## src/pci_pkg.sv

```systemverilog
// Shared constants for the multiplexed address/data bus pair.
// Assumes both ends run on one clock and meet through pci_link.
package pci_pkg;
	localparam int ad_width = 32; // Address/data lines
	localparam int cbe_width = 4; // Command/byte-enable lines
	localparam int fifo_depth_default = 8; // Data path buffer words
	localparam logic [3:0] cmd_io_read = 4'h2; // Bus command codes
	localparam logic [3:0] cmd_io_write = 4'h3;
	localparam logic [3:0] cmd_mem_read = 4'h6;
	localparam logic [3:0] cmd_mem_write = 4'h7;
	localparam logic [3:0] cmd_cfg_read = 4'ha;
	localparam logic [3:0] cmd_cfg_write = 4'hb;
	localparam logic [31:0] ad_reset = 32'h0; // Bus value after reset
	localparam logic [3:0] be_none_n = 4'hf; // No lane enabled (active low)
	localparam int lane_lsb_hi = 7; // Byte lane 0 top bit
	localparam int lane_msb_lo = 24; // Byte lane 3 bottom bit
	localparam int dword_shift = 2; // Byte address to word index
endpackage

```

## src/pci_link.sv

```systemverilog
// Bus wires between initiator and target ends.
// Assumes the testbench resolves shared lines from the enables.
`timescale 1ns/100ps
`default_nettype none
interface pci_link;
	logic [31:0] ad_m; // Initiator address/data drive
	logic ad_m_oe; // Initiator drives AD
	logic [31:0] ad_t; // Target read data drive
	logic ad_t_oe; // Target drives AD
	logic [31:0] ad_in; // Resolved AD level
	logic [3:0] cbe_n; // Command/byte enables, active low
	logic par_m; // Initiator parity
	logic par_m_oe;
	logic par_t; // Target parity
	logic par_t_oe;
	logic par_in; // Resolved parity level
	logic frame_n; // Transaction frame, active low
	logic irdy_n; // Initiator ready, active low
	logic trdy_n; // Target ready, active low
	logic stop_n; // Target stop request, active low
	modport initiator (output ad_m, output ad_m_oe, input ad_in, output cbe_n,
		output par_m, output par_m_oe, input par_in, output frame_n,
		output irdy_n, input trdy_n, input stop_n);
	modport target (output ad_t, output ad_t_oe, input ad_in, input cbe_n,
		output par_t, output par_t_oe, input par_in, input frame_n,
		input irdy_n, output trdy_n, output stop_n);
endinterface
`default_nettype wire

```

## src/pci_fifo.sv

```systemverilog
// Synchronous FIFO with valid/ready on both sides.
// Assumes one clock; full and empty are exact.
`timescale 1ns/100ps
`default_nettype none
module pci_fifo #(
	parameter int width = 32,
	parameter int depth = 8
) (
	input wire logic mclk,
	input wire logic sys_rst,
	input wire logic in_valid,
	output logic in_ready,
	input wire logic [width-1:0] in_data,
	output logic out_valid,
	input wire logic out_ready,
	output logic [width-1:0] out_data
);
	localparam int aw = $clog2(depth);
	logic [width-1:0] mem [depth]; // Storage words
	logic [aw-1:0] wr_ff, nxt_wr, rd_ff, nxt_rd; // Pointers
	logic [aw:0] cnt_ff, nxt_cnt; // Fill level
	logic push, pop;
	//////////////////////////////////////////////////////////////////
	// Pointer and level update
	always_comb begin
		push = in_valid && in_ready;
		pop = out_valid && out_ready;
		nxt_wr = push ? ((wr_ff == aw'(depth - 1)) ? '0 : wr_ff + 1'b1) : wr_ff;
		nxt_rd = pop ? ((rd_ff == aw'(depth - 1)) ? '0 : rd_ff + 1'b1) : rd_ff;
		nxt_cnt = cnt_ff + (aw+1)'(push) - (aw+1)'(pop);
	end
	// Registers
	always_ff @(posedge mclk) begin
		if (sys_rst) begin
			wr_ff <= '0;
			rd_ff <= '0;
			cnt_ff <= '0;
		end else begin
			wr_ff <= nxt_wr;
			rd_ff <= nxt_rd;
			cnt_ff <= nxt_cnt;
		end
	end
	// Storage needs no reset
	always_ff @(posedge mclk) begin
		if (push) begin
			mem[wr_ff] <= in_data;
		end
	end
	assign in_ready = cnt_ff != (aw+1)'(depth); // Honest full
	assign out_valid = cnt_ff != '0; // Honest empty
	assign out_data = mem[rd_ff];
endmodule
`default_nettype wire

```

## src/pci_target.sv

```systemverilog
// Target end: hands writes to the user through one register, answers reads from a buffer.
// Assumes pci_link carries the bus and the initiator keeps its part.
`timescale 1ns/100ps
`default_nettype none
module pci_target import pci_pkg::*; #(
	parameter int depth = fifo_depth_default
) (
	input wire logic mclk,
	input wire logic sys_rst,
	pci_link.target bus,
	output logic wr_valid, // Write word out to user
	input wire logic wr_ready,
	output logic [31:0] wr_data,
	output logic [3:0] wr_be, // Active high lane enables
	output logic [31:0] wr_addr,
	input wire logic rd_valid, // Read word from user
	output logic rd_ready,
	input wire logic [31:0] rd_data,
	input wire logic stop_req // User asks to end transaction
);
	typedef enum logic [1:0] {t_idle, t_data} tstate_e;
	tstate_e st_ff, nxt_st;
	logic is_read_ff, nxt_is_read; // Current command is a read
	logic [31:0] addr_ff, nxt_addr; // Address of current word
	logic trdy_ff, nxt_trdy; // Ready strobe (active high inside)
	logic stop_ff, nxt_stop;
	logic [31:0] ad_ff, nxt_ad;
	logic ad_oe_ff, nxt_ad_oe;
	logic par_ff, nxt_par, par_oe_ff, nxt_par_oe;
	logic wv_ff, nxt_wv;
	logic [31:0] wd_ff, nxt_wd, wa_ff, nxt_wa;
	logic [3:0] wbe_ff, nxt_wbe;
	logic frame_d_ff; // Frame seen last clock
	logic xfer; // Word completes this edge
	logic fifo_in_ready, fifo_out_valid;
	logic [31:0] fifo_out_data;
	logic fifo_pop;
	//////////////////////////////////////////////////////////////////
	// Read data buffer; back-pressure reaches user via rd_ready
	pci_fifo #(.width(32), .depth(depth)) rd_buf (
		.mclk(mclk),
		.sys_rst(sys_rst),
		.in_valid(rd_valid),
		.in_ready(fifo_in_ready),
		.in_data(rd_data),
		.out_valid(fifo_out_valid),
		.out_ready(fifo_pop),
		.out_data(fifo_out_data)
	);
	assign rd_ready = fifo_in_ready;
	//////////////////////////////////////////////////////////////////
	// Phase tracking and handshake
	always_comb begin
		xfer = !bus.irdy_n && trdy_ff;
		fifo_pop = 1'b0;
		nxt_st = st_ff;
		nxt_is_read = is_read_ff;
		nxt_addr = addr_ff;
		nxt_trdy = 1'b0;
		nxt_stop = stop_ff;
		nxt_ad = ad_ff;
		nxt_ad_oe = 1'b0;
		nxt_wv = wv_ff && !wr_ready;
		nxt_wd = wd_ff;
		nxt_wa = wa_ff;
		nxt_wbe = wbe_ff;
		case (st_ff)
			t_idle: begin
				nxt_stop = 1'b0;
				// First clock with frame asserted is the address phase
				if (!bus.frame_n && frame_d_ff) begin
					nxt_is_read = !bus.cbe_n[0]; // Even codes read
					// I/O keeps byte address; others word aligned
					if (bus.cbe_n[3:1] == cmd_io_read[3:1]) begin
						nxt_addr = bus.ad_in;
					end else begin
						nxt_addr = {bus.ad_in[31:dword_shift], 2'b00};
					end
					nxt_st = t_data;
				end
			end
			t_data: begin
				if (xfer) begin
					if (is_read_ff) begin
						fifo_pop = 1'b1;
					end else begin
						nxt_wv = 1'b1;
						nxt_wd = bus.ad_in;
						nxt_wbe = ~bus.cbe_n;
						nxt_wa = addr_ff;
					end
					nxt_addr = addr_ff + 32'h4;
				end
				if (stop_req) begin
					nxt_stop = 1'b1;
				end
				// Frame released and word taken: transaction over
				if (xfer && bus.frame_n) begin
					nxt_st = t_idle;
				end else begin
					// Reads: ready only with data; writes: only with room
					if (is_read_ff) begin
						// Drop for one clock after a word so the next one can load
						nxt_trdy = fifo_out_valid && !xfer;
						nxt_ad_oe = 1'b1;
						nxt_ad = xfer ? ad_ff : fifo_out_data;
					end else begin
						nxt_trdy = !nxt_wv;
					end
					// Wait states until both strobes meet
					if (trdy_ff && !xfer) begin
						nxt_trdy = 1'b1;
						nxt_ad = ad_ff;
					end
				end
			end
			default: nxt_st = t_idle;
		endcase
	end
	// Registers
	always_ff @(posedge mclk) begin
		if (sys_rst) begin
			st_ff <= t_idle;
			is_read_ff <= 1'b0;
			addr_ff <= ad_reset;
			trdy_ff <= 1'b0;
			stop_ff <= 1'b0;
			ad_ff <= ad_reset;
			ad_oe_ff <= 1'b0;
			wv_ff <= 1'b0;
			wd_ff <= ad_reset;
			wa_ff <= ad_reset;
			wbe_ff <= 4'h0;
			frame_d_ff <= 1'b1;
		end else begin
			st_ff <= nxt_st;
			is_read_ff <= nxt_is_read;
			addr_ff <= nxt_addr;
			trdy_ff <= nxt_trdy;
			stop_ff <= nxt_stop;
			ad_ff <= nxt_ad;
			ad_oe_ff <= nxt_ad_oe;
			wv_ff <= nxt_wv;
			wd_ff <= nxt_wd;
			wa_ff <= nxt_wa;
			wbe_ff <= nxt_wbe;
			frame_d_ff <= bus.frame_n;
		end
	end
	//////////////////////////////////////////////////////////////////
	// Read parity trails read data by one clock
	always_comb begin
		nxt_par_oe = ad_oe_ff;
		nxt_par = ^{ad_ff, bus.cbe_n};
	end
	always_ff @(posedge mclk) begin
		if (sys_rst) begin
			par_ff <= 1'b0;
			par_oe_ff <= 1'b0;
		end else begin
			par_ff <= nxt_par;
			par_oe_ff <= nxt_par_oe;
		end
	end
	assign bus.ad_t = ad_ff;
	assign bus.ad_t_oe = ad_oe_ff;
	assign bus.par_t = par_ff;
	assign bus.par_t_oe = par_oe_ff;
	assign bus.trdy_n = !trdy_ff;
	assign bus.stop_n = !stop_ff;
	assign wr_valid = wv_ff;
	assign wr_data = wd_ff;
	assign wr_be = wbe_ff;
	assign wr_addr = wa_ff;
endmodule
`default_nettype wire

```

## src/flat_wrapper.sv

```systemverilog
// flat-port wrapper written by rule: the top's interface ports become plain ports
module pci_target_flat import pci_pkg::*;
#(
	parameter int depth = fifo_depth_default
)
  (mclk, sys_rst, wr_valid, wr_ready, wr_data, wr_be, wr_addr, rd_valid, rd_ready, rd_data, stop_req, bus_ad_t, bus_ad_t_oe, bus_ad_in, bus_cbe_n, bus_par_t, bus_par_t_oe, bus_par_in, bus_frame_n, bus_irdy_n, bus_trdy_n, bus_stop_n);
  pci_link bus_i ();
  input wire logic mclk;
  input wire logic sys_rst;
  output logic wr_valid;
  input wire logic wr_ready;
  output logic [31:0] wr_data;
  output logic [3:0] wr_be;
  output logic [31:0] wr_addr;
  input wire logic rd_valid;
  output logic rd_ready;
  input wire logic [31:0] rd_data;
  input wire logic stop_req;
  output wire logic [$bits(bus_i.ad_t)-1:0] bus_ad_t;
  output wire logic [$bits(bus_i.ad_t_oe)-1:0] bus_ad_t_oe;
  input wire logic [$bits(bus_i.ad_in)-1:0] bus_ad_in;
  input wire logic [$bits(bus_i.cbe_n)-1:0] bus_cbe_n;
  output wire logic [$bits(bus_i.par_t)-1:0] bus_par_t;
  output wire logic [$bits(bus_i.par_t_oe)-1:0] bus_par_t_oe;
  input wire logic [$bits(bus_i.par_in)-1:0] bus_par_in;
  input wire logic [$bits(bus_i.frame_n)-1:0] bus_frame_n;
  input wire logic [$bits(bus_i.irdy_n)-1:0] bus_irdy_n;
  output wire logic [$bits(bus_i.trdy_n)-1:0] bus_trdy_n;
  output wire logic [$bits(bus_i.stop_n)-1:0] bus_stop_n;
  assign bus_ad_t = bus_i.ad_t;
  assign bus_ad_t_oe = bus_i.ad_t_oe;
  assign bus_i.ad_in = bus_ad_in;
  assign bus_i.cbe_n = bus_cbe_n;
  assign bus_par_t = bus_i.par_t;
  assign bus_par_t_oe = bus_i.par_t_oe;
  assign bus_i.par_in = bus_par_in;
  assign bus_i.frame_n = bus_frame_n;
  assign bus_i.irdy_n = bus_irdy_n;
  assign bus_trdy_n = bus_i.trdy_n;
  assign bus_stop_n = bus_i.stop_n;
  pci_target #(.depth(depth)) u_core (.mclk(mclk), .sys_rst(sys_rst), .bus(bus_i), .wr_valid(wr_valid), .wr_ready(wr_ready), .wr_data(wr_data), .wr_be(wr_be), .wr_addr(wr_addr), .rd_valid(rd_valid), .rd_ready(rd_ready), .rd_data(rd_data), .stop_req(stop_req));
endmodule
```

## config.mk

```make
export PLATFORM = sky130hd
export DESIGN_NAME = pci_target_flat
export DESIGN_NICKNAME = d
export VERILOG_FILES = /design/src/pci_pkg.sv /design/src/pci_link.sv /design/src/pci_fifo.sv /design/src/pci_target.sv /design/src/flat_wrapper.sv
export SDC_FILE = /design/constraint.sdc
export NUM_CORES = 1
export LEC_CHECK = 0
export ABC_AREA = 1
export BUFFER_PORTS_ARGS = -buffer_cell sky130_fd_sc_hd__buf_2
export CAP_MARGIN = 0
export CORE_MARGIN = 2
export CORE_UTILIZATION = 42
export DETAILED_ROUTE_END_ITERATION = 8
export HOLD_SLACK_MARGIN = 0.02
export PLACE_DENSITY = 0.7
export SLEW_MARGIN = 20
export SYNTH_ARGS = -nofsm -noshare
export SYNTH_HDL_FRONTEND = slang
export SYNTH_SLANG_ARGS = --single-unit
export TNS_END_PERCENT = 5
```

## constraint.sdc

```tcl
create_clock -name mclk -period 4.43 [get_ports mclk]
set_clock_uncertainty 0.15 [all_clocks]
set_input_delay 0 -clock mclk [delete_from_list [all_inputs] [get_ports mclk]]
set_output_delay 0 -clock mclk [all_outputs]
set_load 0.05 [all_outputs]
```

==> key figures <==
Outcome
  – Status: completed

Worst setup path
  – Setup Crit Path Kind: flip-flop to flip-flop
  – Max incr delay on CP: 470 ps
  – Max FO, Critical Path: 44
  – Nature of the critical path endpoint: flip-flop
  – Worst path required time: 4730 ps
  – CP startpoint kind: flip-flop
  – CP cell instances: inv_2 > nor2_4 > inv_2 > nor2_8 > inv_4 > nor2_4 > inv_2 > nor2_1 > nor2_1
  – Most common cell on crit path: inv_2
  – CP delay by family, top: simple AND/OR/NAND/NOR gates
  – Buf/Inv on CP: 4
  – WP data arrival: 2800 ps
  – Worst path slowest cell: inv_2

Drt
  – DR vias: 12920
  – DRC: 0
  – Routed WL: 42640 µm
  – Antenna-violating nets left: 0
  – Mean number of vias per cell: 5.287
  – Pre-antenna DRT Iters: 5
  – Routed len/inst: 17.45 µm
  – Iter 0 DRT Violations: 1049

Synth
  – Synth Area in Adders: 0.009403
  – Synth top area cells: edfxtp_1 46%, dfxtp_1 18%, o21ai_0 8.4%
  – Post-synth cell types: 41
  – Syn Area/Cell: 10.12 µm²
  – Number of flops mapped to enable cells by yosys: 256
  – Cell Area, Synth: 16770 µm²
  – Syn_nets: 1744
  – Portion of netlist area occupied by mux cells: 0
  – Synth Area in Compound Gates: 0.1565
  – Post-synth top area cell: edfxtp_1
  – Synthesized instance count: 1656
  – Synthesized flop and latch total: 407
  – Post-Synth XOR/XNOR Area: 0.01672
  – Post-synthesis simple-gate area fraction: 0.1328
  – Main synth FF type: edfxtp_1
  – Synth top area share: 0.4585
  – Yosys warnings: 0
  – Main combinational cell family by area after synthesis: compound AO/OA/AOI/OAI gates
  – Post-synthesis async set-or-reset flop share: 0
  – Sequential element share of the synthesized area: 0.6388

Placed design
  – Placement Setup Slack: 1398 ps
  – GPL Wtd Cong: 0.8807
  – HPWL Detailed: 25610 µm
  – Buffers on Ports: 181
  – Dpl cell area: 18050 µm²

Global route
  – Total global-route track usage: 0.2040
  – Number of global-route vias before repair: 12530
  – First-pass GRT wire length: 66630 µm
  – Global route overflow: 0
  – Initial antenna violation count: 6
  – Largest net degree at the start of global routing: 101

STA
  – Setup violations, final: 0
  – RSZ-0062 raised after global routing: false
  – Hold Vio Cnt, Final: 0
  – Worst Slack Setup Final: 1934 ps
  – Fin crit share: 0.5634
  – Fmax: 0.4007 GHz
  – Count of pins over their slew limit: 0
  – Relative slew slack: 0.3423
  – Worst Tran Pin Value: 986.5 ps
  – Sum Neg Setup Slack: 0 ps
  – Min Tclk post-route: 2496 ps

Clock tree
  – Clk buf depth: 3
  – Clk Latency, worst-skew pair: 570 ps
  – Post-CTS sizing: 0
  – Clock-pin transition on the worst setup and hold timing paths: 60 ps
  – Clock Sinks: 407
  – CTS tree: built
  – Num CTS Buffers: 42
  – Cts hold-fix bufs: 74
  – Htree depth: 2
  – CTS root buffer: clkbuf_16
  – Postcts setup bufs: 0

Die
  – Die height: 203.8 µm
  – Initial Util: 0.4239
  – IO Pins: 183
  – Die ar.: 41530 µm²
  – Die X: 203.8 µm
  – Core ar.: 39550 µm²
  – Row count: 73

Pwr
  – PwrDens: 430.5 nW/µm²
  – Leakage: 7.794 nW
  – Worst VDD drop: 0.0003837 V
  – Total power: 8.696 mW

Cells and area
  – Synthesis-to-finish area growth: 20.48%
  – Layout cells sized above 1: 0.1579
  – Most frequent cells in the layout: 282 x o21ai_0, 269 x nor2_1, 256 x edfxtp_1
  – Nets: 1967
  – Final Cell Area: 20200 µm²
  – Commonest non-fill, non-tap cell in the layout: o21ai_0

Run
  – Total of max-cap violations: 0

Worst hold path
  – HP Class: input pin to flip-flop
## worst register-to-register path: stages, from the launching register on
cell and delay (ps):
dfxtp_1 410, inv_2 80, nor2_4 100, inv_2 70, nor2_8 240, inv_4 80, nor2_4 450, inv_2 470
nor2_1 270, nor2_1 70
## registers in the layout, indices dropped and copies added (netlist names)
name                  flops
u_core.rd_buf.mem       256
u_core.addr_ff           32
u_core.bus.ad_t          32
u_core.wr_addr           32
u_core.wr_data           32
u_core.rd_buf.cnt_ff      4
u_core.wr_be              4
u_core.rd_buf.rd_ff       3
u_core.rd_buf.wr_ff       3
u_core.bus.ad_t_oe        1
u_core.bus.par_t          1
u_core.bus.par_t_oe       1
u_core.frame_d_ff         1
u_core.is_read_ff         1
u_core.st_ff              1
u_core.stop_ff            1
u_core.trdy_ff            1
u_core.wr_valid           1
## worst paths after layout
check,startpoint,to,slack [ps],depth (start not counted)
max,u_core.trdy_ff,u_core.wr_data[29],1930,9
min,bus_cbe_n[3],u_core.wr_be[3],60,3
max reg2reg,u_core.trdy_ff,u_core.wr_data[29],1930,9
min reg2reg,u_core.bus.ad_t_oe,u_core.bus.par_t_oe,290,2
## per-stage QoR
stage	hold WS [ps]	instances	util
2_1_floorplan	-60.05	1656	-
3_3_place_gp	69.33	2285	0.4565
3_5_place_dp	91.10	2285	0.4565
4_1_cts	34.22	2437	0.5097
5_1_grt	72.74	2442	0.5107
6_report	59.85	2443	0.5107
## area by class of cell
class / count / area [µm²]
Fill cell: 3437 / 19350
Sequential cell: 407 / 10710
Multi-Input combinational cell: 1069 / 5309
Timing Repair Buffer: 276 / 1824
Clock buffer: 56 / 1145
Tap cell: 525 / 656.9
Inverter: 83 / 319.1
Clock inverter: 22 / 219.0
Antenna cell: 5 / 12.51
## synth_stat cells, types with 5 or more instances
library cell	n
o21ai_0	282
nor2_1	277
edfxtp_1	256
nand2_1	190
dfxtp_1	151
a21oi_1	98
inv_1	75
clkbuf_1	66
o22ai_1	37
o221ai_1	32
nand3_1	30
buf_2	18
o21ai_1	18
xnor2_1	16
xor2_1	16
nor3_1	14
ha_1	11
buf_4	8
nor2_2	8
nand4_1	7
a211oi_1	5
## where the power goes
| part | switching (mW) | internal (mW) | total, mW |
|---|---|---|---|
| registers | 0.0905 | 4.26 | 4.35 |
| logic | 0.594 | 0.263 | 0.857 |
| clock network | 1.47 | 2.01 | 3.49 |
| total | 2.16 | 6.54 | 8.70 |
## cell families after synthesis
family,count (synthesis)
XOR/XNOR,32
adder cells (fa/ha/maj),12
AO/OA/AOI/OAI,483
buffers and inverters,180
AND/OR/NAND/NOR,542
flip-flops,407
## per-layer routing
metal / part of all wire / GRT usage / up-vias
met5: 0.00030 / 0 / -
met4: 0.036 / 0.08472 / 2
met3: 0.067 / 0.04426 / 108
met2: 0.49 / 0.3478 / 449
met1: 0.41 / 0.2506 / 6100
li1: - / - / 6257
(Power assumes the default switching activity.)
